--- src/ldui_pkg.sv ---
`default_nettype none

package ldui_pkg;

  // ----------------------------------------------------------------
  // Clock and base tick
  // ----------------------------------------------------------------
  localparam int CLK_HZ = 40_000_000;      // System clock rate
  localparam int TICK_HZ = 1000;           // One tick per millisecond
  localparam int TICK_CYC = CLK_HZ / TICK_HZ;
  localparam int TICK_W = 16;              // Tick divider width

  // ----------------------------------------------------------------
  // Times in milliseconds, flash rates in hertz
  // ----------------------------------------------------------------
  localparam int MS_W = 13;                // Millisecond counter width
  localparam int SHOW_MS = 5000;           // Level display window
  localparam int FRAME_MS = 2000;          // Low supply flash period
  localparam int PWR_FLASH_MS = 100;       // Short power lamp flash
  localparam int FLASH2_HZ = 2;            // Delay timing flash rate
  localparam int FLASH4_HZ = 4;            // Extension flash rate
  localparam int HALF2_MS = 1000 / (2 * FLASH2_HZ);
  localparam int HALF4_MS = 1000 / (2 * FLASH4_HZ);
  localparam int SLOT_MS = 250;            // One flash or gap slot
  localparam int GRP_MS = 3000;            // Flash group incl. pause
  localparam int DIG_MS = 750;             // One frequency digit
  localparam int DIG_ON_MS = 500;          // Lit part of that digit
  localparam int FCODE_MS = 1000;          // F then code digit
  localparam int RETUNE_MS = 2000;         // Retune after big change
  localparam int HOLD_MS = 4000;           // Call kept over power loss

  // ----------------------------------------------------------------
  // Sensitivity, switches and faults
  // ----------------------------------------------------------------
  localparam logic [3:0] LVL_MAX = 4'h9;
  localparam logic [3:0] LVL_DEFAULT = 4'h4;
  localparam logic [1:0] FREQ_LOW = 2'h0;
  localparam logic [1:0] FREQ_MLOW = 2'h1;
  localparam logic [1:0] FREQ_MHIGH = 2'h2;
  localparam logic [1:0] FREQ_HIGH = 2'h3;
  localparam logic [1:0] FLT_NONE = 2'h0;
  localparam logic [1:0] FLT_OPEN = 2'h1;
  localparam logic [1:0] FLT_SHORT = 2'h2;
  localparam logic [1:0] FLT_CHANGE = 2'h3;

  // ----------------------------------------------------------------
  // Meter characters and register map
  // ----------------------------------------------------------------
  localparam logic [3:0] CH_D = 4'hA;
  localparam logic [3:0] CH_E = 4'hB;
  localparam logic [3:0] CH_F = 4'hC;
  localparam logic [3:0] CH_BLANK = 4'hF;
  localparam logic [3:0] ADDR_STATUS = 4'h0;
  localparam logic [3:0] ADDR_CTRL = 4'h4;
  localparam int CTRL_CLR_BIT = 4;         // Write 1: forget last fault

  typedef enum logic {LDUI_FREQ, LDUI_RUN} ldui_mode_t;

endpackage

`default_nettype wire

--- src/ldui_top.sv ---
// Local design decisions: the Avalon-MM slave port and the register offsets.
`timescale 1ns/100ps
`default_nettype none

module ldui_top #(
  parameter int TICK_CYCLES = ldui_pkg::TICK_CYC
) (
  input wire logic clk,
  input wire logic rst,
  input wire logic btn_up,
  input wire logic btn_down,
  input wire logic reset_btn,
  input wire logic sw9_on,
  input wire logic sw10_on,
  input wire logic vehicle_present,
  input wire logic call_in,
  input wire logic delay_active,
  input wire logic ext_active,
  input wire logic fault_open,
  input wire logic fault_short,
  input wire logic fault_change,
  input wire logic low_supply,
  input wire logic pwr_fail,
  input wire logic [3:0] strength,
  input wire logic [9:0] loop_freq_khz,
  input wire logic [3:0] avs_address,
  input wire logic avs_read,
  input wire logic avs_write,
  input wire logic [31:0] avs_writedata,
  output logic [31:0] avs_readdata,
  output logic avs_waitrequest,
  output logic lamp_power,
  output logic lamp_output,
  output logic lamp_fault,
  output logic [6:0] seg,
  output logic call_a,
  output logic [1:0] freq_sel,
  output logic [3:0] sens_level,
  output logic retune
);

  // ----------------------------------------------------------------
  // Parameter check
  // ----------------------------------------------------------------
  // Divider must fit its counter
  if (TICK_CYCLES < 1 || TICK_CYCLES >= (1 << ldui_pkg::TICK_W)) begin : g_chk
    $error("TICK_CYCLES out of range");
  end

  // ----------------------------------------------------------------
  // State
  // ----------------------------------------------------------------
  typedef struct packed {
    ldui_pkg::ldui_mode_t mode;            // Frequency show or run
    logic [ldui_pkg::TICK_W-1:0] tick_cnt; // Millisecond divider
    logic [ldui_pkg::MS_W-1:0] frame_ms;   // 2 s frame position
    logic [ldui_pkg::MS_W-1:0] grp_ms;     // Flash group position
    logic [ldui_pkg::MS_W-1:0] show_ms;    // Level window left
    logic [ldui_pkg::MS_W-1:0] dig_ms;     // Time in current digit
    logic [1:0] dig_idx;                   // 0 hundreds .. 2 ones
    logic [3:0] level;                     // Sensitivity level
    logic [1:0] cur_fault;                 // Fault seen last cycle
    logic [1:0] last_fault;                // Remembered fault
    logic [ldui_pkg::MS_W-1:0] rt_ms;      // Retune delay left
    logic [ldui_pkg::MS_W-1:0] pf_ms;      // Power loss duration
    logic up_d;                            // Button history
    logic dn_d;
    logic rb_d;
    logic call_a;
    logic lamp_power;
    logic lamp_output;
    logic lamp_fault;
    logic [6:0] seg;
    logic [1:0] freq_sel;
    logic retune;
    logic [31:0] rdata;
    logic waitreq;
  } ldui_state_t;

  ldui_state_t st_reg;   // Registered state
  ldui_state_t st_next;  // Next state

  // ----------------------------------------------------------------
  // Functions
  // ----------------------------------------------------------------
  // Seven segment pattern, gfedcba, active high
  function automatic logic [6:0] seg_of(input logic [3:0] c);
    case (c)
      4'h0: seg_of = 7'h3F;
      4'h1: seg_of = 7'h06;
      4'h2: seg_of = 7'h5B;
      4'h3: seg_of = 7'h4F;
      4'h4: seg_of = 7'h66;
      4'h5: seg_of = 7'h6D;
      4'h6: seg_of = 7'h7D;
      4'h7: seg_of = 7'h07;
      4'h8: seg_of = 7'h7F;
      4'h9: seg_of = 7'h6F;
      ldui_pkg::CH_D: seg_of = 7'h5E;
      ldui_pkg::CH_E: seg_of = 7'h79;
      ldui_pkg::CH_F: seg_of = 7'h71;
      default: seg_of = 7'h00;
    endcase
  endfunction

  // Lamp level inside an n-flash group; slots after 2n stay dark
  function automatic logic flash_on(input logic [1:0] n,
                                    input logic [ldui_pkg::MS_W-1:0] t);
    logic [ldui_pkg::MS_W-1:0] slot;
    slot = ldui_pkg::MS_W'(t / ldui_pkg::SLOT_MS);
    flash_on = (slot < ldui_pkg::MS_W'(2 * n)) && !slot[0];
  endfunction

  // Millisecond counter step with wrap
  function automatic logic [ldui_pkg::MS_W-1:0] ms_wrap(
      input logic [ldui_pkg::MS_W-1:0] t, input int len);
    ms_wrap = (t == ldui_pkg::MS_W'(len - 1)) ? '0 : t + 1'b1;
  endfunction

  // ----------------------------------------------------------------
  // Combinational decode of inputs
  // ----------------------------------------------------------------
  logic tick;            // One cycle per millisecond
  logic up_p;            // Press edges
  logic dn_p;
  logic rb_p;
  logic [1:0] fault_now; // Open wins over short wins over change
  logic [3:0] hund;      // Frequency digits
  logic [3:0] tens;
  logic [3:0] ones;
  logic bus_ack;         // Access completes this edge

  always_comb begin
    tick = (st_reg.tick_cnt == ldui_pkg::TICK_W'(TICK_CYCLES - 1));
    up_p = btn_up && !st_reg.up_d;
    dn_p = btn_down && !st_reg.dn_d;
    rb_p = reset_btn && !st_reg.rb_d;
    if (fault_open) begin
      fault_now = ldui_pkg::FLT_OPEN;
    end else if (fault_short) begin
      fault_now = ldui_pkg::FLT_SHORT;
    end else if (fault_change) begin
      fault_now = ldui_pkg::FLT_CHANGE;
    end else begin
      fault_now = ldui_pkg::FLT_NONE;
    end
    hund = 4'(loop_freq_khz / 10'd100);
    tens = 4'((loop_freq_khz / 10'd10) % 10'd10);
    ones = 4'(loop_freq_khz % 10'd10);
    bus_ack = (avs_read || avs_write) && !st_reg.waitreq;
  end

  // ----------------------------------------------------------------
  // Next state
  // ----------------------------------------------------------------
  always_comb begin
    logic [3:0] ch;
    ch = ldui_pkg::CH_BLANK;
    st_next = st_reg;
    st_next.retune = 1'b0;
    st_next.up_d = btn_up;
    st_next.dn_d = btn_down;
    st_next.rb_d = reset_btn;
    st_next.cur_fault = fault_now;
    st_next.tick_cnt = tick ? '0 : st_reg.tick_cnt + 1'b1;

    // Free running time bases
    if (tick) begin
      st_next.frame_ms = ms_wrap(st_reg.frame_ms, ldui_pkg::FRAME_MS);
      st_next.grp_ms = ms_wrap(st_reg.grp_ms, ldui_pkg::GRP_MS);
    end

    case ({sw9_on, sw10_on})
      2'b11: st_next.freq_sel = ldui_pkg::FREQ_LOW;
      2'b01: st_next.freq_sel = ldui_pkg::FREQ_MLOW;
      2'b10: st_next.freq_sel = ldui_pkg::FREQ_MHIGH;
      default: st_next.freq_sel = ldui_pkg::FREQ_HIGH;
    endcase

    // Level window countdown
    if (tick && st_reg.show_ms != '0) begin
      st_next.show_ms = st_reg.show_ms - 1'b1;
    end
    // buttons only while the loop is vacant
    if ((up_p || dn_p) && !vehicle_present) begin
      // first press just opens the window
      st_next.show_ms = ldui_pkg::MS_W'(ldui_pkg::SHOW_MS);
      if (st_reg.show_ms != '0) begin
        // step within window; clamp to 0..9
        if (up_p && !dn_p && st_reg.level < ldui_pkg::LVL_MAX) begin
          st_next.level = st_reg.level + 1'b1;
        end else if (dn_p && !up_p && st_reg.level != 4'h0) begin
          st_next.level = st_reg.level - 1'b1;
        end
      end
    end

    // reset button forgets the last fault; set below still wins
    if (rb_p) begin
      st_next.last_fault = ldui_pkg::FLT_NONE;
    end
    if (bus_ack && avs_write && avs_address == ldui_pkg::ADDR_CTRL) begin
      if (avs_writedata[ldui_pkg::CTRL_CLR_BIT]) begin
        st_next.last_fault = ldui_pkg::FLT_NONE;
      end
      // Software level write, clamped to the top level
      st_next.level = (avs_writedata[3:0] > ldui_pkg::LVL_MAX) ?
                      ldui_pkg::LVL_MAX : avs_writedata[3:0];
    end
    // remember the type of the latest fault
    if (fault_now != ldui_pkg::FLT_NONE) begin
      st_next.last_fault = fault_now;
    end

    // schedule a retune once a large change clears
    if (st_reg.cur_fault == ldui_pkg::FLT_CHANGE &&
        fault_now == ldui_pkg::FLT_NONE) begin
      st_next.rt_ms = ldui_pkg::MS_W'(ldui_pkg::RETUNE_MS);
    end else if (tick && st_reg.rt_ms != '0) begin
      st_next.rt_ms = st_reg.rt_ms - 1'b1;
      st_next.retune = (st_reg.rt_ms == ldui_pkg::MS_W'(1));
    end

    // reset button retunes and restarts the frequency display
    if (rb_p) begin
      st_next.retune = 1'b1;
      st_next.mode = ldui_pkg::LDUI_FREQ;
      st_next.dig_idx = 2'h0;
      st_next.dig_ms = '0;
    end else begin
      case (st_reg.mode)
        // kHz digits, most significant first, then on to run mode
        ldui_pkg::LDUI_FREQ: begin
          if (st_reg.dig_idx == 2'h0 && hund == 4'h0) begin
            st_next.dig_idx = 2'h1;  // Two digit frequency
          end else if (tick) begin
            st_next.dig_ms = ms_wrap(st_reg.dig_ms, ldui_pkg::DIG_MS);
            if (st_reg.dig_ms == ldui_pkg::MS_W'(ldui_pkg::DIG_MS - 1)) begin
              st_next.dig_idx = st_reg.dig_idx + 1'b1;
              if (st_reg.dig_idx == 2'h2) begin
                st_next.mode = ldui_pkg::LDUI_RUN;
              end
            end
          end
        end
        default: begin
        end
      endcase
    end

    // call kept through a short loss; forced by a failure
    if (pwr_fail) begin
      if (tick && st_reg.pf_ms != ldui_pkg::MS_W'(ldui_pkg::HOLD_MS)) begin
        st_next.pf_ms = st_reg.pf_ms + 1'b1;
      end
      if (st_reg.pf_ms == ldui_pkg::MS_W'(ldui_pkg::HOLD_MS)) begin
        st_next.call_a = 1'b0;
      end
    end else begin
      st_next.pf_ms = '0;
      st_next.call_a = call_in || (fault_now != ldui_pkg::FLT_NONE);
    end

    // Lamps and meter, highest priority first
    st_next.lamp_power = 1'b1;
    st_next.lamp_fault = flash_on(st_reg.last_fault, st_reg.grp_ms);
    st_next.lamp_output = call_in;
    if (low_supply) begin
      // only a short power blink every frame
      st_next.lamp_power =
        st_reg.frame_ms < ldui_pkg::MS_W'(ldui_pkg::PWR_FLASH_MS);
      st_next.lamp_output = 1'b0;
      st_next.lamp_fault = 1'b0;
      ch = ldui_pkg::CH_BLANK;
    end else if (st_reg.mode == ldui_pkg::LDUI_FREQ) begin
      if (st_reg.dig_ms < ldui_pkg::MS_W'(ldui_pkg::DIG_ON_MS)) begin
        case (st_reg.dig_idx)
          2'h0: ch = hund;
          2'h1: ch = tens;
          default: ch = ones;
        endcase
      end
    end else if (fault_now != ldui_pkg::FLT_NONE) begin
      // group pattern repeats with a long pause
      st_next.lamp_output = flash_on(fault_now, st_reg.grp_ms);
      st_next.lamp_fault = flash_on(fault_now, st_reg.grp_ms);
      // F shown, then the code number
      ch = (st_reg.frame_ms < ldui_pkg::MS_W'(ldui_pkg::FCODE_MS)) ?
           ldui_pkg::CH_F : {2'b00, fault_now};
    end else begin
      if (delay_active) begin
        st_next.lamp_output =
          ((st_reg.frame_ms / ldui_pkg::HALF2_MS) % 2) == 0;
      end else if (ext_active) begin
        st_next.lamp_output =
          ((st_reg.frame_ms / ldui_pkg::HALF4_MS) % 2) == 0;
      end
      // level shown while the window runs
      if (st_reg.show_ms != '0) begin
        ch = st_reg.level;
      end else if (delay_active) begin
        ch = ldui_pkg::CH_D;
      end else if (ext_active) begin
        ch = ldui_pkg::CH_E;
      end else if (call_in) begin
        // Strength clamped to 1..9 while a call stands
        ch = (strength == 4'h0) ? 4'h1 :
             (strength > ldui_pkg::LVL_MAX) ? ldui_pkg::LVL_MAX : strength;
      end else begin
        ch = 4'h0;
      end
    end
    st_next.seg = seg_of(ch);

    // Avalon slave: one wait cycle, then acknowledge
    st_next.waitreq = !((avs_read || avs_write) && st_reg.waitreq);
    if ((avs_read || avs_write) && st_reg.waitreq) begin
      case (avs_address)
        ldui_pkg::ADDR_STATUS: st_next.rdata = {21'h0, low_supply,
          fault_now, st_reg.last_fault, st_reg.mode, call_in, st_reg.level};
        ldui_pkg::ADDR_CTRL: st_next.rdata = {28'h0, st_reg.level};
        default: st_next.rdata = 32'h0;  // Unmapped reads as zero
      endcase
    end
  end

  // ----------------------------------------------------------------
  // State register
  // ----------------------------------------------------------------
  // power-up shows frequency at the default level
  always_ff @(posedge clk) begin
    if (rst) begin
      st_reg <= '0;
      st_reg.mode <= ldui_pkg::LDUI_FREQ;
      st_reg.level <= ldui_pkg::LVL_DEFAULT;
      st_reg.freq_sel <= ldui_pkg::FREQ_HIGH;
      st_reg.waitreq <= 1'b1;
      st_reg.lamp_power <= 1'b1;
      st_reg.retune <= 1'b1;  // Power-up retune
    end else begin
      st_reg <= st_next;
    end
  end

  assign avs_readdata = st_reg.rdata;
  assign avs_waitrequest = st_reg.waitreq;
  assign lamp_power = st_reg.lamp_power;
  assign lamp_output = st_reg.lamp_output;
  assign lamp_fault = st_reg.lamp_fault;
  assign seg = st_reg.seg;
  assign call_a = st_reg.call_a;
  assign freq_sel = st_reg.freq_sel;
  assign sens_level = st_reg.level;
  assign retune = st_reg.retune;
endmodule // ldui_top

`default_nettype wire

--- config.mk ---
export PLATFORM = sky130hd
export DESIGN_NAME = ldui_top
export DESIGN_NICKNAME = d
export VERILOG_FILES = /design/src/ldui_pkg.sv /design/src/ldui_top.sv
export SDC_FILE = /design/constraint.sdc
export NUM_CORES = 1
export LEC_CHECK = 0
export ABC_AREA = 0
export BUFFER_PORTS_ARGS = -buffer_cell sky130_fd_sc_hd__buf_2
export CORE_MARGIN = 4
export CORE_UTILIZATION = 35
export CTS_CLUSTER_DIAMETER = 80
export DETAILED_ROUTE_END_ITERATION = 10
export HOLD_SLACK_MARGIN = 0.15
export PLACE_DENSITY = 0.48
export SETUP_SLACK_MARGIN = 0.4
export SLEW_MARGIN = 20
export SYNTH_ARGS = -nofsm -noshare
export SYNTH_HDL_FRONTEND = slang
export SYNTH_SLANG_ARGS = --single-unit
--- constraint.sdc ---
create_clock -name clk -period 8.3 [get_ports clk]
set_input_delay 1.66 -clock clk [delete_from_list [all_inputs] [get_ports clk]]
set_output_delay 1.66 -clock clk [all_outputs]
set_load 0.005 [all_outputs]
==> impl_metrics.prom <==
# TYPE chip_impl_metric gauge
chip_impl_metric{name="place.gp.congestion",unit=""} 0.860
chip_impl_metric{name="floorplan.rows",unit=""} 66
chip_impl_metric{name="timing.final.setup_violations",unit=""} 0
chip_impl_metric{name="totalWireLength",unit="um"} 32200
chip_impl_metric{name="number_of_nets_still_failing_antenna_checks_after_routing",unit=""} 0
chip_impl_metric{name="power_density",unit="mW/mm2"} 140
chip_impl_metric{name="fin_ws",unit="ps"} 1250
chip_impl_metric{name="postcts_resize_cnt",unit=""} 0
chip_impl_metric{name="postCtsSetupRepairBufs",unit=""} 0
chip_impl_metric{name="achievable-frequency",unit="GHz"} 0.142
chip_impl_metric{name="ff2ff_path_depth",unit=""} 21
chip_impl_metric{name="synth_seq_cells",unit=""} 134
chip_impl_metric{name="netlist_area",unit="mm2"} 0.0116
chip_impl_metric{name="grt_first_pass_wirelength",unit="um"} 53400
chip_impl_metric{name="ys_async_sr_fraction",unit=""} 0
chip_impl_metric{name="fp.dieArea",unit="mm2"} 0.0361
chip_impl_metric{name="postLayoutCellArea",unit="mm2"} 0.0126
chip_impl_metric{name="tritoncts.num_buffers",unit=""} 17
chip_impl_metric{name="globalRoute.totalOverflow",unit=""} 0
chip_impl_info{name="worstReg2RegEnd",value="lamp_output$_SDFF_PP0_"} 1
chip_impl_metric{name="worst-slew-pin-transition",unit="ps"} 939
chip_impl_metric{name="number_of_global_route_vias_before_repair",unit=""} 10400
chip_impl_metric{name="largest_register_ffs",unit=""} 104
chip_impl_metric{name="overall_power_consumption",unit="mW"} 1.76
chip_impl_metric{name="avgViaCountPerCell",unit=""} 5.56
chip_impl_metric{name="relative_slew_slack",unit=""} 0.370
chip_impl_metric{name="post-dp-hpwl",unit="um"} 24200
chip_impl_metric{name="portBuffers",unit=""} 70
chip_impl_info{name="ys_top_cells_by_area",value="sky130_fd_sc_hd__dfxtp_1, sky130_fd_sc_hd__nor2_1, sky130_fd_sc_hd__o21ai_0, sky130_fd_sc_hd__ha_1, sky130_fd_sc_hd__nand2_1"} 1
chip_impl_info{name="hold_path.class",value="flip-flop to flip-flop"} 1
chip_impl_metric{name="timing.setup.tns",unit="ps"} 0
chip_impl_info{name="setup.worst_path.class",value="input pin to flip-flop"} 1
chip_impl_metric{name="final_layout_size_suffix_gt1_frac",unit=""} 0.105
chip_impl_metric{name="cts_max_level",unit=""} 4
chip_impl_metric{name="layout-area-overhead-vs-synth",unit="%"} 8.73
chip_impl_metric{name="postSynthCellCount",unit=""} 1578
chip_impl_metric{name="synth_warnings",unit=""} 0
chip_impl_info{name="crit_path_end_kind",value="flip-flop"} 1
chip_impl_info{name="timing.hold.worst_endpoint",value="st_reg[75]$_SDFFE_PP0P_"} 1
chip_impl_metric{name="worst_clock_skew",unit="ps"} 14.3
chip_impl_metric{name="cp_max_fo",unit=""} 17
chip_impl_metric{name="worst-r2r-setup-slack",unit="ps"} 1530
chip_impl_metric{name="post_route_hold_slack",unit="ps"} 466
chip_impl_metric{name="critPathBufInv",unit=""} 4
chip_impl_info{name="critical_path.startpoint_type",value="input pin"} 1
chip_impl_metric{name="timing.critical_path.slowest_cell_delay",unit="ps"} 450
chip_impl_info{name="worst_r2r_startpoint",value="st_reg[133]$_SDFFE_PP0P_"} 1
chip_impl_info{name="grt_setup_unrepaired",value="no"} 1
chip_impl_metric{name="worst_vdd_ir",unit="uV"} 162
chip_impl_metric{name="fin_crit_share",unit=""} 0.849
chip_impl_metric{name="place_worst_setup_slack",unit="ps"} 890
chip_impl_metric{name="post_synth_edffs",unit=""} 0
chip_impl_metric{name="critPathArrivalTime",unit="ps"} 7360
chip_impl_info{name="crit_path_top_delay_cell",value="sky130_fd_sc_hd__maj3_1"} 1
chip_impl_metric{name="worst_setup_hold_path_clk_slew",unit="ps"} 60
chip_impl_metric{name="timing.final.max_slew_violations",unit=""} 0
chip_impl_metric{name="number_of_placed_instances_with_taps_included",unit=""} 1998
chip_impl_info{name="synth_area_leader_cell",value="sky130_fd_sc_hd__dfxtp_1"} 1
chip_impl_metric{name="worst-endpoint-required",unit="ps"} 8610
chip_impl_info{name="run_status",value="complete, no violations"} 1
chip_impl_metric{name="die_x",unit="um"} 190
chip_impl_info{name="ys.flop_type",value="sky130_fd_sc_hd__dfxtp_1"} 1
chip_impl_metric{name="holdPathStages",unit=""} 2
chip_impl_info{name="cts.root.buffer_cell",value="sky130_fd_sc_hd__clkbuf_16"} 1
chip_impl_metric{name="design.final.nets",unit=""} 1681
chip_impl_info{name="min_from",value="st_reg[75]$_SDFFE_PP0P_"} 1
chip_impl_metric{name="synth_cell_types",unit=""} 100
chip_impl_metric{name="placed_cell_area",unit="mm2"} 0.0120
chip_impl_metric{name="grt_usage",unit=""} 0.175
chip_impl_metric{name="grt_start_max_net_pins",unit=""} 55
chip_impl_metric{name="die_y",unit="um"} 190
chip_impl_metric{name="power.leakage",unit="nW"} 4.67
chip_impl_metric{name="clock-sinks",unit=""} 134
chip_impl_metric{name="final_core_util",unit=""} 0.386
chip_impl_metric{name="worstSkewPairLatency",unit="ps"} 420
chip_impl_info{name="cts_tree",value="built"} 1
chip_impl_metric{name="seq_total_area_yosys",unit=""} 0.232
chip_impl_metric{name="timing.max_cap.violations",unit=""} 0
chip_impl_metric{name="final.min_clock_period",unit="ps"} 7050
chip_impl_metric{name="initial_utilization",unit=""} 0.355
chip_impl_metric{name="synthDominantCellAreaShare",unit=""} 0.232
chip_impl_metric{name="drc",unit=""} 0
chip_impl_info{name="cells_along_the_critical_path",value="buf_2 > inv_1 > ha_1 > and3b_1 > o31a_1 > a31o_1 > maj3_1 > a22oi_1 > a221oi_1 > a311oi_1 > or2_1 > clkinv_1 > ha_1 > inv_1 > a311oi_1 > o31a_1 > o32a_1 > a2bb2oi_1 > nand2_1 > o21ai_0 > nand2_1 > ha_1 > or2_0 > a311oi_1"} 1
chip_impl_info{name="final_common_cell",value="sky130_fd_sc_hd__nor2_1"} 1
chip_impl_metric{name="syn_avg_cell_area",unit="um2"} 7.34
chip_impl_metric{name="num_vias",unit=""} 11300
chip_impl_metric{name="grt_antenna_before_repair",unit=""} 0
chip_impl_metric{name="design.core.area",unit="mm2"} 0.0326
chip_impl_metric{name="layoutNonFillerInstCount",unit=""} 2030
chip_impl_metric{name="detailedRoute.firstIterationViolations",unit=""} 791
chip_impl_info{name="path_delay_family",value="compound AO/OA/AOI/OAI gates"} 1
chip_impl_info{name="final_cell_mix",value="sky130_fd_sc_hd__nor2_1, sky130_fd_sc_hd__dfxtp_1, sky130_fd_sc_hd__nand2_1"} 1
chip_impl_metric{name="drt-wirelength-per-cell",unit="um"} 15.9
chip_impl_metric{name="hold_viol",unit=""} 0
chip_impl_metric{name="drt_pre_antenna_iters",unit=""} 5
chip_impl_metric{name="cts_max_path_buffers",unit=""} 2
chip_impl_metric{name="holdBufCountCts",unit=""} 0
chip_impl_metric{name="pin_count",unit=""} 119
chip_impl_metric{name="num_antenna_cells",unit=""} 0
-- logic make-up (layout without fill, tap and decap cells) --
logic type | Yosys count | count (layout) | synth area share
fa+ha+maj | 44 | 44 | 0.0470
mux | 23 | 23 | 0.0203
xor+xnor | 91 | 91 | 0.0695
buf+inv | 189 | 179 | 0.0794
simple gates | 644 | 644 | 0.279
compound gates | 452 | 452 | 0.273
flops | 134 | 134 | 0.232
other cells | 1 | 21 | 0.000324
-- final cells by class --
type	instances	area, um2
Tap cell	442	553
Fill cell	3463	20000
Timing Repair Buffer	88	485
Multi-Input combinational cell	1275	8060
Sequential cell	134	2680
Clock buffer	19	443
Clock inverter	13	144
Inverter	59	221
-- per-layer routing --
layer,global-route usage,routed length [um],vias to the layer above
met3,0.0239,1050,16
li1,-,-,5729
met4,0.0334,239,0
met1,0.246,15600,5342
met2,0.290,15200,204
met5,0,0,-
-- where the power goes --
group          switching, mW  internal [mW]
combinational          0.208          0.130
sequential            0.0114          0.658
clock                  0.304          0.453
-- how the worst max path moves through the flow --
| stage | from | end | slack, ps | cells past startpoint |
|---|---|---|---|---|
| 6_report | loop_freq_khz[5] | seg[6]$_SDFF_PP0_ | 1250 | 24 |
| 5_1_grt | loop_freq_khz[5] | seg[3]$_SDFF_PP0_ | 750 | 24 |
| 4_1_cts | loop_freq_khz[5] | seg[6]$_SDFF_PP0_ | 1320 | 25 |
| 3_5_place_dp | loop_freq_khz[5] | seg[6]$_SDFF_PP0_ | 890 | 25 |
| 3_3_place_gp | loop_freq_khz[5] | seg[6]$_SDFF_PP0_ | 850 | 25 |
| 2_1_floorplan | loop_freq_khz[5] | seg[1]$_SDFF_PP0_ | 1090 | 29 |
-- cells in the mapped netlist, types with 6 or more instances --
cell type                   instances
sky130_fd_sc_hd__nor2_1           187
sky130_fd_sc_hd__dfxtp_1          134
sky130_fd_sc_hd__nand2_1          120
sky130_fd_sc_hd__o21ai_0           93
sky130_fd_sc_hd__a21oi_1           87
sky130_fd_sc_hd__nand3_1           69
sky130_fd_sc_hd__clkbuf_1          56
sky130_fd_sc_hd__inv_1             56
sky130_fd_sc_hd__buf_4             49
sky130_fd_sc_hd__xnor2_1           45
sky130_fd_sc_hd__xor2_1            45
sky130_fd_sc_hd__nor3_1            44
sky130_fd_sc_hd__ha_1              37
sky130_fd_sc_hd__a211oi_1          25
sky130_fd_sc_hd__and3_1            25
sky130_fd_sc_hd__nand4_1           25
sky130_fd_sc_hd__or3_1             25
sky130_fd_sc_hd__a21o_1            24
sky130_fd_sc_hd__and2_1            22
sky130_fd_sc_hd__nand2b_1          22
sky130_fd_sc_hd__a31oi_1           21
sky130_fd_sc_hd__o211ai_1          21
sky130_fd_sc_hd__nor2b_1           20
sky130_fd_sc_hd__mux2i_1           19
sky130_fd_sc_hd__or2_2             17
sky130_fd_sc_hd__buf_2             15
sky130_fd_sc_hd__nor4_1            15
sky130_fd_sc_hd__o31ai_1           15
sky130_fd_sc_hd__a22oi_1           14
sky130_fd_sc_hd__a311oi_1          11
sky130_fd_sc_hd__and4_1            11
sky130_fd_sc_hd__buf_1              9
sky130_fd_sc_hd__nor4b_1            9
sky130_fd_sc_hd__a41oi_1            8
sky130_fd_sc_hd__o2111ai_1          8
sky130_fd_sc_hd__a211o_1            7
sky130_fd_sc_hd__a31o_2             7
sky130_fd_sc_hd__o21a_1             7
sky130_fd_sc_hd__o221ai_1           7
sky130_fd_sc_hd__o31a_1             7
sky130_fd_sc_hd__a21boi_0           6
sky130_fd_sc_hd__a221oi_1           6
sky130_fd_sc_hd__a22o_1             6
sky130_fd_sc_hd__o21ai_1            6
sky130_fd_sc_hd__or4_1              6
-- worst register-to-register path, cell delays in order (launching register included) --
cell and delay [ps]:
sky130_fd_sc_hd__dfxtp_1 580, sky130_fd_sc_hd__nand4_1 490, sky130_fd_sc_hd__nor2_1 230, sky130_fd_sc_hd__ha_1 160
sky130_fd_sc_hd__nand2b_1 240, sky130_fd_sc_hd__o32ai_1 150, sky130_fd_sc_hd__or3_1 370, sky130_fd_sc_hd__maj3_2 330
sky130_fd_sc_hd__a211o_1 340, sky130_fd_sc_hd__a21oi_1 390, sky130_fd_sc_hd__inv_1 110, sky130_fd_sc_hd__o31ai_1 780
sky130_fd_sc_hd__a31oi_4 310, sky130_fd_sc_hd__xnor2_1 440, sky130_fd_sc_hd__inv_1 120, sky130_fd_sc_hd__ha_1 230
sky130_fd_sc_hd__and3_1 170, sky130_fd_sc_hd__o211ai_1 200, sky130_fd_sc_hd__nand2_1 80, sky130_fd_sc_hd__a31o_2 250
sky130_fd_sc_hd__a31o_1 210, sky130_fd_sc_hd__o41ai_2 460
Power figures use the tool's default switching activity.
